[src/hdl/ilf_pkg.sv]
package ilf_pkg;
  // link widths and line geometry
  localparam int ADDR_W         = 30;
  localparam int DATA_W         = 64;
  localparam int WORDS_PER_LINE = 8;
  localparam int DW_PER_LINE    = 4;
  localparam int DW_IDX_W       = 2;
  localparam int LINE_W         = ADDR_W - 3;
  localparam int LINE_BITS      = DW_PER_LINE * DATA_W;
  // sequencing counts in core clock cycles
  localparam int MISS_DETECT_CYCLES = 2;
  localparam int LOOKAHEAD_CYCLES   = 2;
  localparam int COPY_CYCLES        = 3;
  localparam int COPY_DELAY_ALIGNED = 2;
  localparam int COPY_DELAY_TARGET  = 1;
  // reset values of the link-facing flags
  localparam logic RESET_FLAG = 1'h0;

  // request issue sequencer of the cache end
  typedef enum logic [2:0] {
    ISS_IDLE     = 3'h0,
    ISS_DETECT   = 3'h1,
    ISS_REQ      = 3'h2,
    ISS_LOOK     = 3'h3
  } issue_state_t;
endpackage

[src/hdl/line_fill_if.sv]
`timescale 1ns/1ps
interface line_fill_if;
  // request side, driven by the cache end
  logic                                 req;
  logic                                 req_read;
  logic [ilf_pkg::ADDR_W-1:0]           req_addr;
  // answer side, driven by the bus end
  logic                                 addr_ack;
  logic                                 rd_ack;
  logic [ilf_pkg::DATA_W-1:0]           rd_data;
  logic [ilf_pkg::DW_IDX_W-1:0]         rd_dw;

  modport cache_end (
    output req,
    output req_read,
    output req_addr,
    input  addr_ack,
    input  rd_ack,
    input  rd_data,
    input  rd_dw
  );

  modport bus_end (
    input  req,
    input  req_read,
    input  req_addr,
    output addr_ack,
    output rd_ack,
    output rd_data,
    output rd_dw
  );
endinterface

[src/hdl/instruction_cache_unit.sv]
`timescale 1ns/1ps
// Behaviour
// - two detect cycles, then line request
// - bus unit acks at once, streams four doublewords
// - forward each doubleword one cycle after arrival
// - full cacheable line copied in three cycles
// - offset target forwarded; copy one cycle earlier
// - pipelined mode prefetches next line early
// - second line follows completion of first
// - cacheable prefetched line copied, not forwarded
// - non-pipelined next request only after miss
// - quick second line delivered, accepted back-to-back
// - non-cacheable line forwarded, never copied
// - bus unit always sends whole line
// - new line overwrites fill buffer, then forwarded
// - target word first, then wrapping ascending
// - received doubleword latched next cycle
module instruction_cache_unit (
  input  wire logic                          clk,
  input  wire logic                          nrst,
  input  wire logic                          ce,
  line_fill_if.cache_end                     lnk,
  input  wire logic                          pipelined,
  input  wire logic                          miss_valid,
  input  wire logic [ilf_pkg::ADDR_W-1:0]    miss_addr,
  input  wire logic                          miss_cacheable,
  output logic                               miss_ready,
  output logic                               fwd_valid,
  output logic [ilf_pkg::ADDR_W-1:0]         fwd_addr,
  output logic [ilf_pkg::DATA_W-1:0]         fwd_data,
  output logic                               copy_valid,
  output logic [1:0]                         copy_step,
  output logic [ilf_pkg::LINE_W-1:0]         copy_line,
  output logic [ilf_pkg::LINE_BITS-1:0]      copy_data
);
  // whole state of the cache end in one record
  typedef struct packed {
    ilf_pkg::issue_state_t                            st;
    logic [1:0]                                       cnt;
    logic                                             req;
    logic [ilf_pkg::ADDR_W-1:0]                       req_addr;
    logic                                             req_cache;
    logic                                             req_pf;
    logic                                             miss_ready;
    logic [1:0][ilf_pkg::LINE_W-1:0]                  q_line;
    logic [1:0][ilf_pkg::DW_IDX_W-1:0]                q_dw;
    logic [1:0]                                       q_cache;
    logic [1:0]                                       q_pf;
    logic                                             q_wp;
    logic                                             q_rp;
    logic [ilf_pkg::DW_IDX_W-1:0]                     rx_cnt;
    logic [ilf_pkg::DW_PER_LINE-1:0][ilf_pkg::DATA_W-1:0] fill_buf;
    logic                                             fwd_valid;
    logic [ilf_pkg::ADDR_W-1:0]                       fwd_addr;
    logic [ilf_pkg::DATA_W-1:0]                       fwd_data;
    logic                                             copy_pend;
    logic                                             copy_valid;
    logic [1:0]                                       copy_step;
    logic [ilf_pkg::LINE_W-1:0]                       copy_line;
    logic [ilf_pkg::LINE_BITS-1:0]                    copy_data;
  } icu_state_t;

  // registered state and the value it takes at the next edge
  icu_state_t  s_reg;
  icu_state_t  s_next;
  logic        accept;
  logic        head_last;
  logic        head_skip_fwd;
  logic [ilf_pkg::LINE_W-1:0] next_line;

  // handshake taken, head line complete, prefetch skip and next line number
  assign accept        = s_reg.req & lnk.addr_ack;
  assign head_last     = s_reg.rx_cnt == 2'(ilf_pkg::DW_PER_LINE - 1);
  assign head_skip_fwd = s_reg.q_cache[s_reg.q_rp] & s_reg.q_pf[s_reg.q_rp];
  assign next_line     = s_reg.req_addr[ilf_pkg::ADDR_W-1:3] + 27'h1;

  always_comb begin
    s_next = s_reg;
    s_next.fwd_valid = 1'h0;

    // request issue: detect, request, optional lookahead of the next line
    case (s_reg.st)
      ilf_pkg::ISS_IDLE: begin
        // a miss is taken only here, so a line is asked for after its miss
        if (miss_valid) begin
          s_next.st        = ilf_pkg::ISS_DETECT;
          s_next.cnt       = 2'(ilf_pkg::MISS_DETECT_CYCLES - 1);
          s_next.req_addr  = miss_addr;
          s_next.req_cache = miss_cacheable;
          s_next.req_pf    = 1'h0;
        end
      end
      ilf_pkg::ISS_DETECT: begin
        // count the miss detect cycles before raising the request
        if (s_reg.cnt == 2'h0) begin
          s_next.st  = ilf_pkg::ISS_REQ;
          s_next.req = 1'h1;
        end else begin
          s_next.cnt = s_reg.cnt - 2'h1;
        end
      end
      ilf_pkg::ISS_REQ: begin
        // hold the request until the bus end takes it
        if (accept) begin
          s_next.req = 1'h0;
          if (pipelined && !s_reg.req_pf) begin
            s_next.st  = ilf_pkg::ISS_LOOK;
            s_next.cnt = 2'(ilf_pkg::LOOKAHEAD_CYCLES - 2);
          end else begin
            s_next.st  = ilf_pkg::ISS_IDLE;
          end
        end
      end
      ilf_pkg::ISS_LOOK: begin
        // wait out the lookahead, then ask for the following line
        if (s_reg.cnt == 2'h0) begin
          s_next.st       = ilf_pkg::ISS_REQ;
          s_next.req      = 1'h1;
          s_next.req_addr = {next_line, 3'h0};
          s_next.req_pf   = 1'h1;
        end else begin
          s_next.cnt = s_reg.cnt - 2'h1;
        end
      end
      default: begin
        // unused code: fall back to idle with no request
        s_next.st  = ilf_pkg::ISS_IDLE;
        s_next.req = 1'h0;
      end
    endcase
    s_next.miss_ready = s_next.st == ilf_pkg::ISS_IDLE;

    // outstanding lines kept in request order
    if (accept) begin
      s_next.q_line[s_reg.q_wp]  = s_reg.req_addr[ilf_pkg::ADDR_W-1:3];
      s_next.q_dw[s_reg.q_wp]    = s_reg.req_addr[2:1];
      s_next.q_cache[s_reg.q_wp] = s_reg.req_cache;
      s_next.q_pf[s_reg.q_wp]    = s_reg.req_pf;
      s_next.q_wp                = ~s_reg.q_wp;
    end

    // running copy into the cache array
    if (s_reg.copy_valid) begin
      if (s_reg.copy_step == 2'(ilf_pkg::COPY_CYCLES - 1)) begin
        s_next.copy_valid = 1'h0;
      end else begin
        s_next.copy_step = s_reg.copy_step + 2'h1;
      end
    end
    if (s_reg.copy_pend) begin
      s_next.copy_pend  = 1'h0;
      s_next.copy_valid = 1'h1;
      s_next.copy_step  = 2'h0;
    end

    // receive: latch, forward, and on the last doubleword hand the line over
    if (lnk.rd_ack) begin
      s_next.fill_buf[lnk.rd_dw] = lnk.rd_data;
      // a cacheable prefetched line goes to the cache unforwarded
      if (!head_skip_fwd) begin
        s_next.fwd_valid = 1'h1;
        s_next.fwd_addr  = {s_reg.q_line[s_reg.q_rp], lnk.rd_dw, 1'h0};
        s_next.fwd_data  = lnk.rd_data;
      end
      s_next.rx_cnt = s_reg.rx_cnt + 2'h1;
      // last doubleword: pop the head line and schedule its copy
      if (head_last) begin
        s_next.q_rp = ~s_reg.q_rp;
        // a non-cacheable line stays in the fill buffer only
        if (s_reg.q_cache[s_reg.q_rp]) begin
          s_next.copy_line = s_reg.q_line[s_reg.q_rp];
          s_next.copy_data = s_next.fill_buf;
          // offset target copies one cycle earlier than an aligned one
          if (s_reg.q_dw[s_reg.q_rp] != 2'h0 && ilf_pkg::COPY_DELAY_TARGET == 1) begin
            s_next.copy_valid = 1'h1;
            s_next.copy_step  = 2'h0;
          end else begin
            s_next.copy_pend  = ilf_pkg::COPY_DELAY_ALIGNED == 2;
            s_next.copy_valid = ilf_pkg::COPY_DELAY_ALIGNED == 1;
            s_next.copy_step  = 2'h0;
          end
        end
      end
    end
  end

  // state register, frozen while ce is low
  always_ff @(posedge clk or negedge nrst) begin
    if (!nrst) begin
      s_reg            <= '0;
      s_reg.st         <= ilf_pkg::ISS_IDLE;
      s_reg.miss_ready <= 1'h1;
    end else if (ce) begin
      s_reg <= s_next;
    end
  end

  // link and user outputs straight from the state register, except req_read tied high
  assign lnk.req      = s_reg.req;
  assign lnk.req_read = 1'h1;
  assign lnk.req_addr = s_reg.req_addr;
  assign miss_ready   = s_reg.miss_ready;
  assign fwd_valid    = s_reg.fwd_valid;
  assign fwd_addr     = s_reg.fwd_addr;
  assign fwd_data     = s_reg.fwd_data;
  assign copy_valid   = s_reg.copy_valid;
  assign copy_step    = s_reg.copy_step;
  assign copy_line    = s_reg.copy_line;
  assign copy_data    = s_reg.copy_data;
endmodule

[src/flat_wrapper.sv]
// flat-port wrapper written by rule: the top's interface ports become plain ports
module instruction_cache_unit_flat 
  (clk, nrst, ce, pipelined, miss_valid, miss_addr, miss_cacheable, miss_ready, fwd_valid, fwd_addr, fwd_data, copy_valid, copy_step, copy_line, copy_data, lnk_req, lnk_req_read, lnk_req_addr, lnk_addr_ack, lnk_rd_ack, lnk_rd_data, lnk_rd_dw);
  line_fill_if lnk_i ();
  input  wire logic clk;
  input  wire logic nrst;
  input  wire logic ce;
  input  wire logic pipelined;
  input  wire logic miss_valid;
  input  wire logic [ilf_pkg::ADDR_W-1:0] miss_addr;
  input  wire logic miss_cacheable;
  output logic miss_ready;
  output logic fwd_valid;
  output logic [ilf_pkg::ADDR_W-1:0] fwd_addr;
  output logic [ilf_pkg::DATA_W-1:0] fwd_data;
  output logic copy_valid;
  output logic [1:0] copy_step;
  output logic [ilf_pkg::LINE_W-1:0] copy_line;
  output logic [ilf_pkg::LINE_BITS-1:0] copy_data;
  output wire logic [$bits(lnk_i.req)-1:0] lnk_req;
  output wire logic [$bits(lnk_i.req_read)-1:0] lnk_req_read;
  output wire logic [$bits(lnk_i.req_addr)-1:0] lnk_req_addr;
  input wire logic [$bits(lnk_i.addr_ack)-1:0] lnk_addr_ack;
  input wire logic [$bits(lnk_i.rd_ack)-1:0] lnk_rd_ack;
  input wire logic [$bits(lnk_i.rd_data)-1:0] lnk_rd_data;
  input wire logic [$bits(lnk_i.rd_dw)-1:0] lnk_rd_dw;
  assign lnk_req = lnk_i.req;
  assign lnk_req_read = lnk_i.req_read;
  assign lnk_req_addr = lnk_i.req_addr;
  assign lnk_i.addr_ack = lnk_addr_ack;
  assign lnk_i.rd_ack = lnk_rd_ack;
  assign lnk_i.rd_data = lnk_rd_data;
  assign lnk_i.rd_dw = lnk_rd_dw;
  instruction_cache_unit u_core (.clk(clk), .nrst(nrst), .ce(ce), .lnk(lnk_i), .pipelined(pipelined), .miss_valid(miss_valid), .miss_addr(miss_addr), .miss_cacheable(miss_cacheable), .miss_ready(miss_ready), .fwd_valid(fwd_valid), .fwd_addr(fwd_addr), .fwd_data(fwd_data), .copy_valid(copy_valid), .copy_step(copy_step), .copy_line(copy_line), .copy_data(copy_data));
endmodule
[config.mk]
export PLATFORM = sky130hd
export DESIGN_NAME = instruction_cache_unit_flat
export DESIGN_NICKNAME = d
export VERILOG_FILES = /design/src/hdl/ilf_pkg.sv /design/src/hdl/line_fill_if.sv /design/src/hdl/instruction_cache_unit.sv /design/src/flat_wrapper.sv
export SDC_FILE = /design/constraint.sdc
export NUM_CORES = 1
export LEC_CHECK = 0
export BUFFER_PORTS_ARGS = -buffer_cell sky130_fd_sc_hd__buf_2
export CELL_PAD_IN_SITES_DETAIL_PLACEMENT = 0
export CELL_PAD_IN_SITES_GLOBAL_PLACEMENT = 2
export CORE_ASPECT_RATIO = 1.5
export CORE_UTILIZATION = 35
export CTS_BUF_LIST = sky130_fd_sc_hd__clkbuf_4 sky130_fd_sc_hd__clkbuf_8
export DETAILED_ROUTE_END_ITERATION = 6
export PLACE_DENSITY_LB_ADDON = 0.1
export SYNTH_ARGS = -nofsm -noshare
export SYNTH_HDL_FRONTEND = slang
export SYNTH_SLANG_ARGS = --single-unit
[constraint.sdc]
create_clock -name clk -period 1.85 [get_ports clk]
set_clock_uncertainty 0.05 [all_clocks]
set_input_delay 0.37 -clock clk [delete_from_list [all_inputs] [get_ports clk]]
set_output_delay 0.37 -clock clk [all_outputs]
set_load 0.1 [all_outputs]
Word-level counts from Yosys, hierarchy flattened --
Index checks and enable logic that the tools add are counted.
Storage, ports and cells: input bits 104, register bits after elaboration 742, logic and storage cells 119, output and inout bits 414
Cells by class: order comparisons 5, add/sub/neg operators 4, muxes and demuxes 45, bitwise logic cells 6, reductions and logical operators 20, equality and inequality tests 11
Operators by type and width (number):
- $mux W287 | 2
- $mux W382 | 1
- $bwmux W256 | 1
- $demux W64 S2 | 1
- $mux W95 | 1
- $mux W27 | 3
- $mux W64 | 1
- $pmux W30 S2 | 1
- $bwmux W54 | 1
- $mux W32 | 1
- $mux W31 | 1
- $add A27 B1 Y27 const B | 1
- $demux W27 S1 | 1
- $mux W2 | 7
- $mux W3 | 4
- $pmux W3 S3 | 1
- $reduce_and A3 Y1 | 3
- $mux W1 | 8
- $ne A2 B1 Y1 const B | 4
- $reduce_and A4 Y1 | 2
- $eq A3 B2 Y1 const B | 2
- $logic_not A3 Y1 | 2
- $mux W6 | 1
- $pmux W2 S3 | 1
- other kinds (27) | 40

Depth between registers and ports, before layout --
depth in word-level cells 8, depth in mapped cells 9

Least setup slack after synthesis --
OpenSTA, ideal clock, no wires.
path type register to register, start point reg u_core.s_reg (netlist bit u_core.lnk.req), end point reg u_core.s_reg[653] (netlist bit), stages on the path, launching flop included 7, path slack -0.550 ns, required time 1.675 ns, arrival 2.226 ns, setup time 0.125 ns, cell sequence dfrtp_1 -> clkbuf_1 -> nand3_1 -> or2_2 -> buf_2 -> buf_1 -> mux2_2
Between the ends: word-level cells in the longest chain between the ends 2
Ends and longest elaborated chain:
- start: declaration | line instruction_cache_unit.sv:64 | icu_state_t s_reg;
- start signal: assignment | line instruction_cache_unit.sv:194 | s_reg <= s_next;
- $and A1 B1 Y1 | line instruction_cache_unit.sv:72 | assign accept = s_reg.req & lnk.addr_ack;
- $reduce_and A2 Y1 (no line)
Every way passes these cells. A chain may end at the register's enable or synchronous reset.

Worst setup path in the final report --
start point reg u_core.s_reg[640] (netlist bit), end point reg u_core.s_reg (netlist bit u_core.fwd_data[30])
Between the ends: word-level cells in the longest chain between the ends 5
Ends and longest elaborated chain:
- $mux W1 (not written as such) (2 in a row) | line instruction_cache_unit.sv:74 | assign head_skip_fwd = s_reg.q_cache[s_reg.q_rp] & s_reg.q_pf[s_reg.q_rp];
- $and A1 B1 Y1 (*) | line instruction_cache_unit.sv:74
- $not A1 Y1 (no line) (*)
- $reduce_and A3 Y1 (no line) (*)
Mark *: on every way between the ends. The rest lies on a longest branch, timed or not. The select of a mux whose other input is x is not followed.

==> flow_summary_export.csv <==
group,metric,value,unit
outcome,status,"finished, violations left",
outcome,violations,"negative setup slack",
final_layout,design_area,0.0482,sq mm
power_and_ir_drop,seqPwrFrac,28.7,%
final_layout,largest_reg_flops,330,
placement,placement.cell_area,0.0363,sq mm
power_and_ir_drop,p_sw_share,46.4,%
floorplanning,placementRows,139,
power_and_ir_drop,power.density,1890,mW/mm^2
clock_network,cts_inserted_buffers,120,
routing,firstDrtPassIters,5,
global_route,met3_usage,4.47,%
routing,num_vias,22800,
synthesis,yosysTopAreaCell,"dfrtp_1",
setup_path,worstPathCellList,"and2_4 -> a221o_4 -> buf_12 -> mux2_2",
routing,drt_iter0_drc,972,
placement,place_hpwl,67300,microns
sta,fin_crit,1.97,ns
sta,setup_ws,-0.119,ns
power_and_ir_drop,leakage,22.5,nW
global_route,grt_max_degree,91,
synthesis,synth_nets,3057,
synthesis,ys_seq_elements,742,
setup_path,required,2.45,ns
power_and_ir_drop,p_comb_share,53.8,%
final_layout,fill_cells,8502,
final_layout,most-common-layout-cells,"dfrtp_1 (676), buf_12 (464), mux2_2 (380)",
placement,portBuffers,515,
clock_network,clkTransAtPathRegs,0.07,ns
sta,slew_headroom,61.4,%
clock_network,clk_latency,0.79,ns
global_route,use_met2,35.1,%
power_and_ir_drop,irDropWorstVdd,1.69,mV
clock_network,cts_htree_levels,3,
floorplanning,die-area,0.0986,sq mm
floorplanning,core_area,0.0960,sq mm
sta,fmax,508,MHz
sta,rsz0062_at_grt,"yes",
setup_path,critPathKind,"reg -> reg",
floorplanning,die_h,384,microns
clock_network,cts_tree,"done",
sta,hold_slack,0.0397,ns
sta,hold_viol,0,
global_route,top_usage_layer,"met2",
synthesis,synth.top_cell.area_share,54.4,%
global_route,antenna_found_initial,3,
clock_network,cts-root-buf,"clkbuf_8",
global_route,grt.total_usage,19.9,%
floorplanning,die_w,257,microns
job,cap_violations,0,
clock_network,clock_path_buffers,3,
floorplanning,pin_count,518,
final_layout,drive_above_1_share,45.5,%
clock_network,clock_sinks,742,
placement,gp_congestion,0.825,
synthesis,synth_edf_count,0,
final_layout,final_common_cell,"dfrtp_1",
power_and_ir_drop,power,90.8,mW
final_layout,register_area,0.0187,sq mm
setup_path,worstPathMaxFanout,39,
synthesis,netlist_area,0.0341,sq mm
final_layout,multiInputGateArea,0.0117,sq mm
setup_path,slowest_delay,0.54,ns
global_route,grt_pass1_wl,150000,microns
global_route,grt_pass1_vias,24200,
synthesis,yosys_warnings,0,
setup_path,cpMaxStageDelayCell,"a221o_4",
floorplanning,initial_core_util,35.5,%
sta,slew_viol_final,0,
final_layout,fin_nets,3510,
global_route,gr-total-overflow,0,
routing,drcViolationCount,0,
setup_path,end_kind,"register",
power_and_ir_drop,internal_power,48.7,mW
power_and_ir_drop,clkPwrFrac,17.5,%
routing,antenna_left,0,
sta,tightest_slew,0.579,ns
synthesis,avgSynthCellArea,11.6,sq um
sta,setup_viol,87,
sta,period_share,106,%
setup_path,critPathArrivalTime,2.57,ns
setup_path,startpoint_type,"register",
final_layout,synthToLayoutAreaGrowth,41.4,%
routing,wirelength,101000,microns
global_route,met1_usage,23.7,%
synthesis,ys_types,62,
routing,wire_per_inst,21.1,microns
synthesis,seq_area_frac_synth,54.5,%
synthesis,syn_inst,2948,
worst_hold_path,hold_path_class,"in -> async",
synthesis,synth_ff_type,"dfrtp_1",
synthesis,netlist_top_cells_area,"dfrtp_1 (54%), mux2_2 (13%), buf_4 (9.1%)",
power_and_ir_drop,netSwitchingPower,42.2,mW
synthesis,synthArstFlopShare,100,%
routing,viasPerCell,4.77,
[worst max-delay path: cells and delay by family (launching register included)]
kind,cells,cell delay (ns)
AOI/OAI and AO/OA,1,0.54
buffers and inverters,1,0.24
DFF,1,0.44
muxes,1,0.32
and+or+nand+nor,1,0.17
[power by group through the flow]
stage	Combinational, mW	Clock, mW	Sequential (mW)
final	48.9	15.9	26.0
after global routing	50.7	17.2	26.6
after CTS	48.0	16.5	25.9
after detailed placement	36.7	0	24.6
after global placement	36.4	0	24.4
after floorplan	33.7	0	23.7
[logic make-up (layout without fill, tap and decap cells)]
group / Yosys count / in the layout / synth area share (%)
compound gates: 423 / 423 / 6.66
xor+xnor: 2 / 2 / 0.0514
fa+ha+maj: 5 / 5 / 0.184
buf+inv: 648 / 1203 / 12.0
flops: 742 / 742 / 54.5
mux: 664 / 664 / 20.9
other cells: 2 / 3 / 0.0220
simple gates: 462 / 463 / 5.69
[area by class of cell]
class	instances	share of cell area, %
multi-input cells	1559	24.3
diodes	1	0.00520
inverters	10	0.0779
clock buffers	205	5.18
flip-flops and latches	742	38.7
repair buffers	968	27.9
clock inverters	20	0.509
well taps	1269	3.30
[cell usage after synthesis (5+ instances only)]
cell type and number:
ha_1 5, mux2i_1 283, a21oi_1 31, nand2b_1 5, nor3_1 7, or2_2 5, buf_1 80, buf_4 413
a21o_1 6, o21ai_0 346, clkbuf_1 70, nor4_1 6, buf_2 72, a22o_1 5, nor2_1 21, nand2_1 362
mux2_2 381, and3_1 5, nand3_1 21, a31oi_1 7, dfrtp_1 741, nand4_1 9, inv_1 10
[metrics by stage]
stage	utilization [%]	TNS (ns)	setup slack, ns	cells
finish	50.2	-4.49	-0.119	4774
global route	50.2	-20.20	-0.149	4774
CTS	49.1	-26.36	-0.187	4710
detailed placement	37.8	-8.95	-0.0939	4267
global placement	37.8	-3.30	-0.157	4267
floorplan	-	-1.08	-0.0540	2948
[metal layers]
| layer | share of wire (%) | up-vias |
|---|---|---|
| met2 | 52 | 601 |
| met5 | 0.020 | - |
| met1 | 40 | 11400 |
| met4 | 2.9 | 4 |
| li1 | - | 10600 |
| met3 | 5.4 | 147 |
[final timing paths]
path	from	endpoint	slack (ns)	depth (start not counted)
max	u_core.s_reg[640]	u_core.fwd_data[30]	-0.12	4
min	nrst	u_core.fwd_data[43]	0.04	2
max reg2reg	u_core.s_reg[640]	u_core.fwd_data[30]	-0.12	4
min reg2reg	u_core.s_reg[668]	u_core.s_reg[668]	0.43	2
max in group asynchronous	nrst	u_core.lnk.req_addr[5]	0.82	3
min in group clk	lnk_rd_dw[1]	u_core.fwd_addr[2]	0.11	3
[what timing repair did]
action / CTS / global route
endpoints found under the setup margin: 423 / 559
setup buffers: 120 / 57
pin swaps: 10 / 21
gates resized for setup: 1686 / 114
gates cloned: 1 / 8
hold buffers: 100 / 0
endpoints found under the hold margin: 1087 / 0
Note: power is estimated with default switching activity, not from simulation.
